[src/shared/ncfg_pkg.sv]
// constants and carrier types for the nonvolatile clock, option and config registers
package ncfg_pkg;
    // ----------------------------------------------------------------
    // register map on the plain register port
    // ----------------------------------------------------------------
    localparam logic [3:0] OFS_CLOCK_RATIO = 4'h0;
    localparam logic [3:0] OFS_OPTIONS     = 4'h1;
    localparam logic [3:0] OFS_CONFIG      = 4'h2;
    localparam logic [3:0] OFS_STATUS      = 4'h3;

    // ----------------------------------------------------------------
    // field positions and values
    // ----------------------------------------------------------------
    localparam int          RATIO_LOADED_BIT   = 7;
    localparam int          PRESCALE_BIT       = 6;
    localparam int          RATIO_MSB          = 5;
    localparam int          OPT_UNLOCK_BIT     = 7;
    localparam int          OPT_REMAP_OFF_BIT  = 6;
    localparam int          OPT_LAYOUT_BIT     = 5;
    localparam logic [1:0]  LOCK_UNSECURED     = 2'h2;
    localparam int          CFG_PAGE_BIT       = 6;
    localparam int          CFG_ENTRY_BIT      = 5;
    localparam logic [2:0]  PRESCALE_LAST      = 3'h7;
    localparam logic [15:0] KEY_BASE_ADDR      = 16'hffb0;
    localparam int          KEY_BYTES          = 8;
    localparam logic [3:0]  KEY_DONE_IDX       = 4'h8;
    localparam logic [7:0]  RESET_BYTE         = 8'h00;

    // ----------------------------------------------------------------
    // timing pulse window
    // ----------------------------------------------------------------
    localparam int CLK_PERIOD_PS  = 8000;
    localparam int PULSE_MIN_NS   = 5000;
    localparam int PULSE_MAX_NS   = 6700;
    localparam int PULSE_MIN_CYC  = (PULSE_MIN_NS * 1000 + CLK_PERIOD_PS - 1) / CLK_PERIOD_PS;
    localparam int PULSE_MAX_CYC  = (PULSE_MAX_NS * 1000) / CLK_PERIOD_PS;

    // memory access from the core or the debug path, one cycle per request
    typedef struct packed {
        logic        valid;
        logic        write;
        logic [15:0] addr;
        logic [7:0]  wdata;
        logic        trusted;
        logic        debug;
        logic        secure_mem;
    } ncfg_acc_t;
endpackage

[src/rtl/ncfg_top.sv]
// nonvolatile clock ratio, options and configuration registers with key unlock
//
// The address-and-strobe port and the register offsets are this design's own decisions.
`timescale 1ns/1ps
`default_nettype none
module ncfg_top (
    // clock and reset
    input  wire logic               clock,
    input  wire logic               srst,
    // register port
    input  wire logic [3:0]         reg_addr,
    input  wire logic [7:0]         reg_wdata,
    input  wire logic               reg_wr,
    input  wire logic               reg_rd,
    output logic      [7:0]         reg_rdata,
    // nonvolatile contents
    input  wire logic [7:0]         nonvolatile_options_byte,
    input  wire logic [63:0]        backdoor_compare_bytes,
    input  wire logic               blank_check_erased,
    // memory access from core and debug path
    input  wire ncfg_pkg::ncfg_acc_t acc_req,
    input  wire logic [7:0]         arr_rdata,
    output logic                    arr_wr,
    output logic      [7:0]         acc_rdata,
    // operation sequencing
    input  wire logic               op_req,
    input  wire logic [7:0]         op_pulses,
    output logic                    op_busy,
    output logic                    op_done,
    output logic                    op_refused,
    output logic                    nvm_tick,
    // option and config levels
    output logic                    vector_remap_off,
    output logic                    eeprom_sector_layout,
    output logic                    eeprom_page_choice,
    output logic                    device_secure
);
    // ----------------------------------------------------------------
    // register state
    // ----------------------------------------------------------------
    logic                  ratio_loaded_flag_q;
    logic                  prescale_by_eight_q;
    logic [5:0]            clock_ratio_field_q;
    logic [7:0]            options_q;
    logic                  eeprom_page_choice_q;
    logic                  backdoor_entry_mode_q;
    logic                  key_matched_q;
    logic [7:0]            rdata_q;
    logic [2:0]            pre_cnt_q;
    logic [5:0]            div_cnt_q;
    logic                  tick_q;
    logic                  busy_q;
    logic [7:0]            pulses_q;
    logic                  done_q;
    logic                  refused_q;
    logic [3:0]            key_idx_q;
    logic                  key_bad_q;
    logic                  key_wr_last_q;
    logic [7:0]            key_buf_q [ncfg_pkg::KEY_BYTES];
    logic                  arr_wr_q;
    logic [7:0]            acc_rdata_q;
    logic                  secure_mirror_q;

    logic                  wr_ratio;
    logic                  wr_config;
    logic                  secure;
    logic                  key_addr_hit;
    logic                  key_capture;
    logic                  cmd_write;
    logic                  start_req;
    logic                  pre_tick;
    logic                  blocked;
    logic                  entry_clear;
    logic [7:0]            key_eq;
    logic [9:0]            period_cyc;
    logic                  rate_ok;

    assign wr_ratio     = reg_wr && (reg_addr == ncfg_pkg::OFS_CLOCK_RATIO);
    assign wr_config    = reg_wr && (reg_addr == ncfg_pkg::OFS_CONFIG);
    assign secure       = (options_q[1:0] != ncfg_pkg::LOCK_UNSECURED);
    assign key_addr_hit = acc_req.addr[15:3] == ncfg_pkg::KEY_BASE_ADDR[15:3];
    assign blocked      = secure && acc_req.secure_mem
                          && (!acc_req.trusted || acc_req.debug);
    // capture only from trusted firmware, never from the debug path
    assign key_capture  = acc_req.valid && acc_req.write && key_addr_hit
                          && backdoor_entry_mode_q && acc_req.trusted && !acc_req.debug
                          && options_q[ncfg_pkg::OPT_UNLOCK_BIT];
    assign cmd_write    = acc_req.valid && acc_req.write && key_addr_hit
                          && !backdoor_entry_mode_q && !blocked;
    assign start_req    = op_req || cmd_write;
    assign entry_clear  = wr_config && backdoor_entry_mode_q
                          && !reg_wdata[ncfg_pkg::CFG_ENTRY_BIT];
    assign pre_tick     = !prescale_by_eight_q
                          || (pre_cnt_q == ncfg_pkg::PRESCALE_LAST);
    assign period_cyc   = prescale_by_eight_q ? {7'(clock_ratio_field_q) + 7'h01, 3'h0}
                                              : {4'h0, clock_ratio_field_q} + 10'h001;
    // ratio cannot reach the window at fast bus rates; software reads this bit
    assign rate_ok      = (32'(period_cyc) >= ncfg_pkg::PULSE_MIN_CYC)
                          && (32'(period_cyc) <= ncfg_pkg::PULSE_MAX_CYC);

    // ----------------------------------------------------------------
    // clock ratio register, write once
    // ----------------------------------------------------------------
    always_ff @(posedge clock) begin
        if (srst) begin
            ratio_loaded_flag_q <= 1'b0;
            prescale_by_eight_q <= 1'b0;
            clock_ratio_field_q <= 6'h00;
        end else if (wr_ratio && !ratio_loaded_flag_q) begin
            ratio_loaded_flag_q <= 1'b1;
            prescale_by_eight_q <= reg_wdata[ncfg_pkg::PRESCALE_BIT];
            clock_ratio_field_q <= reg_wdata[ncfg_pkg::RATIO_MSB:0];
        end
    end

    // ----------------------------------------------------------------
    // nvm clock enable divider
    // ----------------------------------------------------------------
    always_ff @(posedge clock) begin
        if (srst || !ratio_loaded_flag_q) begin
            pre_cnt_q <= 3'h0;
            div_cnt_q <= 6'h00;
            tick_q    <= 1'b0;
        end else begin
            pre_cnt_q <= pre_cnt_q + 3'h1;
            tick_q    <= 1'b0;
            if (pre_tick) begin
                if (div_cnt_q == 6'h00) begin
                    div_cnt_q <= clock_ratio_field_q;
                    tick_q    <= 1'b1;
                end else begin
                    div_cnt_q <= div_cnt_q - 6'h01;
                end
            end
        end
    end

    // ----------------------------------------------------------------
    // operation sequencer, counts nvm ticks; the first tick after start may close a partial period
    // ----------------------------------------------------------------
    always_ff @(posedge clock) begin
        if (srst) begin
            busy_q    <= 1'b0;
            pulses_q  <= 8'h00;
            done_q    <= 1'b0;
            refused_q <= 1'b0;
        end else begin
            done_q    <= 1'b0;
            refused_q <= start_req && (!ratio_loaded_flag_q || busy_q);
            if (start_req && ratio_loaded_flag_q && !busy_q) begin
                busy_q   <= 1'b1;
                pulses_q <= (op_pulses == 8'h00) ? 8'h01 : op_pulses;
            end else if (busy_q && tick_q) begin
                pulses_q <= pulses_q - 8'h01;
                if (pulses_q == 8'h01) begin
                    busy_q <= 1'b0;
                    done_q <= 1'b1;
                end
            end
        end
    end

    // ----------------------------------------------------------------
    // options register, loaded during reset
    // ----------------------------------------------------------------
    always_ff @(posedge clock) begin
        if (srst) begin
            options_q <= nonvolatile_options_byte;
        end else if ((entry_clear && !key_bad_q && (key_idx_q == ncfg_pkg::KEY_DONE_IDX)
                      && (&key_eq)) || blank_check_erased) begin
            options_q[1:0] <= ncfg_pkg::LOCK_UNSECURED;
        end
    end

    // ----------------------------------------------------------------
    // config register and key capture
    // ----------------------------------------------------------------
    always_ff @(posedge clock) begin
        if (srst) begin
            eeprom_page_choice_q  <= 1'b0;
            backdoor_entry_mode_q <= 1'b0;
            key_matched_q         <= 1'b0;
        end else begin
            if (wr_config) begin
                eeprom_page_choice_q  <= reg_wdata[ncfg_pkg::CFG_PAGE_BIT];
                backdoor_entry_mode_q <= reg_wdata[ncfg_pkg::CFG_ENTRY_BIT];
            end
            if (entry_clear && !key_bad_q && (key_idx_q == ncfg_pkg::KEY_DONE_IDX)
                && (&key_eq)) begin
                key_matched_q <= 1'b1;
            end
        end
    end

    always_ff @(posedge clock) begin
        if (srst || (wr_config && !backdoor_entry_mode_q)) begin
            key_idx_q     <= 4'h0;
            key_bad_q     <= 1'b0;
            key_wr_last_q <= 1'b0;
        end else begin
            key_wr_last_q <= key_capture;
            if (key_capture) begin
                // out of order, back to back or extra bytes spoil the entry
                if ((key_idx_q[2:0] != acc_req.addr[2:0]) || key_wr_last_q
                    || (key_idx_q == ncfg_pkg::KEY_DONE_IDX)) begin
                    key_bad_q <= 1'b1;
                end
                if (key_idx_q != ncfg_pkg::KEY_DONE_IDX) begin
                    key_idx_q <= key_idx_q + 4'h1;
                end
            end
        end
    end

    for (genvar g = 0; g < ncfg_pkg::KEY_BYTES; g++) begin : g_key
        always_ff @(posedge clock) begin
            if (srst) begin
                key_buf_q[g] <= ncfg_pkg::RESET_BYTE;
            end else if (key_capture && (key_idx_q == 4'(g))) begin
                key_buf_q[g] <= acc_req.wdata;
            end
        end
        assign key_eq[g] = key_buf_q[g] == backdoor_compare_bytes[8*g +: 8];
    end

    // ----------------------------------------------------------------
    // secure memory access gate
    // ----------------------------------------------------------------
    always_ff @(posedge clock) begin
        if (srst) begin
            arr_wr_q    <= 1'b0;
            acc_rdata_q <= 8'h00;
        end else begin
            arr_wr_q <= acc_req.valid && acc_req.write && !blocked
                        && !(key_addr_hit && backdoor_entry_mode_q);
            if (acc_req.valid && !acc_req.write) begin
                acc_rdata_q <= blocked ? 8'h00 : arr_rdata;
            end
        end
    end

    // ----------------------------------------------------------------
    // register read path
    // ----------------------------------------------------------------
    always_ff @(posedge clock) begin
        if (srst || !reg_rd) begin
            rdata_q <= 8'h00;
        end else if (reg_addr == ncfg_pkg::OFS_CLOCK_RATIO) begin
            rdata_q <= {ratio_loaded_flag_q, prescale_by_eight_q, clock_ratio_field_q};
        end else if (reg_addr == ncfg_pkg::OFS_OPTIONS) begin
            rdata_q <= {options_q[7:5], 3'h0, options_q[1:0]};
        end else if (reg_addr == ncfg_pkg::OFS_CONFIG) begin
            rdata_q <= {1'b0, eeprom_page_choice_q, backdoor_entry_mode_q, 5'h00};
        end else if (reg_addr == ncfg_pkg::OFS_STATUS) begin
            rdata_q <= {3'h0, key_matched_q, rate_ok, busy_q, secure, ratio_loaded_flag_q};
        end else begin
            rdata_q <= 8'h00;
        end
    end

    assign reg_rdata            = rdata_q;
    assign arr_wr               = arr_wr_q;
    assign acc_rdata            = acc_rdata_q;
    assign op_busy              = busy_q;
    assign op_done              = done_q;
    assign op_refused           = refused_q;
    assign nvm_tick             = tick_q;
    assign vector_remap_off     = options_q[ncfg_pkg::OPT_REMAP_OFF_BIT];
    assign eeprom_sector_layout = options_q[ncfg_pkg::OPT_LAYOUT_BIT];
    assign eeprom_page_choice   = eeprom_page_choice_q;
    assign device_secure        = secure_mirror_q;

    always_ff @(posedge clock) begin
        if (srst) begin
            secure_mirror_q <= 1'b1;
        end else begin
            secure_mirror_q <= secure;
        end
    end
endmodule // ncfg_top
`default_nettype wire

[config.mk]
export PLATFORM = sky130hd
export DESIGN_NAME = ncfg_top
export DESIGN_NICKNAME = d
export VERILOG_FILES = /design/src/shared/ncfg_pkg.sv /design/src/rtl/ncfg_top.sv
export SDC_FILE = /design/constraint.sdc
export NUM_CORES = 1
export LEC_CHECK = 0
export ABC_AREA = 1
export BUFFER_PORTS_ARGS = -buffer_cell sky130_fd_sc_hd__buf_2
export CAP_MARGIN = 20
export CELL_PAD_IN_SITES_DETAIL_PLACEMENT = 0
export CELL_PAD_IN_SITES_GLOBAL_PLACEMENT = 1
export CORE_MARGIN = 2
export CORE_UTILIZATION = 39
export DETAILED_ROUTE_END_ITERATION = 12
export PLACE_DENSITY = 0.89
export SYNTH_ARGS = -nofsm -noshare
export SYNTH_HDL_FRONTEND = slang
export SYNTH_SLANG_ARGS = --single-unit
export TNS_END_PERCENT = 30
[constraint.sdc]
create_clock -name clock -period 2.6 [get_ports clock]
set_input_delay 0 -clock clock [delete_from_list [all_inputs] [get_ports clock]]
set_output_delay 0 -clock clock [all_outputs]
set_load 0.005 [all_outputs]
==> impl_metrics.toml <==
[route]
dr.pass1.iters = 5
vias = 5568
wl_per_cell_um = 13.6
drtIter0Drc = 298
routed_wl_um = 16500
drc = 0
via_per_inst = 4.59
drtAntennaViolNets = 0

[grt]
grt_pass1_vias = 5550
grt.busiest_layer = "met2"
grtUsageMet3_pct = 5.46
met1_usage_pct = 24.9
grt_max_degree = 21
grt_use_total_pct = 19.8
grt_pass1_wl_um = 27200
antenna_found_initial = 1
grt.met2_usage_pct = 32.1
grt_overflow = 0

[min_path]
hold_path.class = "in -> reg"
min_from = "reg_rd"

[die]
core_um2 = 15900
rows = 46
die_area_um2 = 17400
start_util_pct = 40.1
die_w_um = 132
die_y_um = 132
num_io_pins = 160

[synth]
netlist_instances = 774
netlist_area_um2 = 6400
ys_types = 42
syn_avg_cell_area_um2 = 8.27
ys_warn_count = 0
yosysSeqAreaShare_pct = 49.9
ys_seq_elements = 125
synth_nets = 920

[sta]
fin_crit_ps = 1930
slew_headroom_pct = 68.7
final-max-slew-violation-count = 0
setup_tns_ps = 0
tightest_slew_ps = 468
setup_violations = 0
hold_violations = 0
rsz0062_at_grt = "no"
post-route-period-util_pct = 74.3
skew_ps = 8.16
fmax_mhz = 517

[cells_and_area]
regArea_um2 = 3190
syn2layout_area_growth_pct = 32.2
fin_cells = 1212
final_cell_mix = "155 x buf_2, 145 x nor2_1, 128 x nand2_1"
drive_gt1_share_pct = 23.5
utilization_pct = 53.0
stdcell_area_um2 = 8460
nets = 1129
multi_input_area_um2 = 2700
final_common_cell = "buf_2"
num_antenna_cells = 0
fillers = 1503

[cts]
clk_latency_ps = 420
cts.sinks = 125
cts_resized = 0
cts_made_buffers = 17
clock_path_buffers = 2
cts-root-buf = "clkbuf_16"
cts_tree = "built"
clk_pin_slew_worst_paths_ps = 60
cts_htree_levels = 4

[setup_path]
startpoint_type = "flip-flop"
crit_arrival_ps = 2240
critPathKind = "reg -> reg"
max_stage_delay_ps = 570
r2r-start = "key_idx_q[0]$_SDFFE_PP0P_"
path_buf_inv = 3
crit_chain = "inv_1 > ha_1 > nand2_1 > nor2_1 > inv_1 > nand3_1 > dlygate4sd3_1 > a22o_1"
cp-end-kind = "flip-flop"
crit_family = "buffers and inverters"
slowest_stage = "dlygate4sd3_1"
cp_max_fo = 6
crit_path_start = "key_idx_q[0]$_SDFFE_PP0P_"
worstPathRequired_ps = 2910
crit_top_cell = "inv_1"

[placement]
place_area_um2 = 7450
hpwl_um = 12300
post-place-cells = 1143
io_buffers = 155
place.gp.congestion = 0.841

[power_and_ir_drop]
p_leak_nw = 3.83
irDropWorstVdd_v = 0.000463
powerDensity_nw_per_um2 = 612

[run_status]
status = "finished clean"

[run]
drv_cap = 0
where the power goes:
group	internal (W)	switching [W]	total, W
clock network	0.00162	0.000923	0.00254
logic	0.000211	0.000240	0.000451
registers	0.00215	0.0000329	0.00218
worst paths after layout:
| path | slack, ps | cells past startpoint | end |
|---|---|---|---|
| hold reg to reg | 430 | 1 | pre_cnt_q[0]$_SDFF_PP0_ |
| setup / recovery | 670 | 8 | key_bad_q$_SDFFE_PP0P_ |
| setup reg to reg | 670 | 8 | key_bad_q$_SDFFE_PP0P_ |
| hold / removal | 5 | 3 | reg_rdata[3]$_SDFF_PP0_ |
metrics by stage:
step                      worst slack [ps]  hold WS (ps)  power (W)
final                                  667          4.83    0.00517
after global routing                   558          9.14    0.00536
after CTS                              689          9.04    0.00520
after global placement                 820           179    0.00262
after detailed placement               762           178    0.00263
after floorplan                        787          98.9    0.00242
synthesized netlist by cell type (all sizes together):
cell / number / area, µm²
a211oi: 6 / 45.0
a21oi: 37 / 189
a221oi: 2 / 17.5
a22o: 1 / 8.76
and3: 1 / 6.26
buf: 4 / 26.3
clkbuf: 4 / 15.0
clkinv: 2 / 8.75
dfxtp: 56 / 1120
edfxtp: 69 / 2070
ha: 11 / 138
inv: 120 / 450
nand2: 134 / 533
nand3: 47 / 290
nand3b: 5 / 37.5
nand4: 7 / 43.8
nor2: 153 / 604
nor3: 16 / 100
nor4: 2 / 12.5
o211ai: 4 / 30.0
o21ai: 37 / 189
o221ai: 1 / 8.76
o22ai: 1 / 6.26
o31ai: 1 / 7.51
o32ai: 1 / 8.76
or2: 11 / 68.8
xnor2: 25 / 219
xor2: 16 / 140
sequential cells by signal, summed over array words and instances (netlist names), 3 cells and up:
name                 flops
div_cnt_q                6
options_q                5
pulses_q                 8
acc_rdata                8
key_idx_q                4
key_buf_q               64
clock_ratio_field_q      6
pre_cnt_q                3
reg_rdata                8
logic make-up (layout without fill, tap and decap cells):
kind of cell	count (synthesis)	after routing	synth area share, %
compound gates	91	91	7.98
xor+xnor	41	41	5.61
fa+ha+maj	11	11	2.15
buf+inv	130	352	7.82
flops	125	125	49.9
simple gates	376	376	26.5
worst register-to-register path: cells and delay by family, from the launching register on:
family	cells	cell delay, ps
compound gates	1	180
fa+ha+maj	1	240
buf+inv	3	830
flops	1	380
simple gates	3	210
per-layer routing:
layer	wire length, µm	part of all wire [%]
met5	13	0.079
met2	7590	46
met4	346	2.1
met3	1070	6.5
met1	7510	45
layout make-up:
class                      instances  share of cell area (%)
clock inverter                    15                    2.52
clock buffer                      17                    5.03
timing repair buffer             198                    14.1
sequential                       125                    37.8
tap                              216                    3.20
inverter                         122                    5.43
multi-input combinational        519                    32.0
timing repair:
action | in CTS | in global routing
endpoints found under the setup margin | 0 | 0
hold buffers | 37 | 0
endpoints found under the hold margin | 37 | 0
buffers inserted | 0 | 0
(Power assumes the default switching activity.)
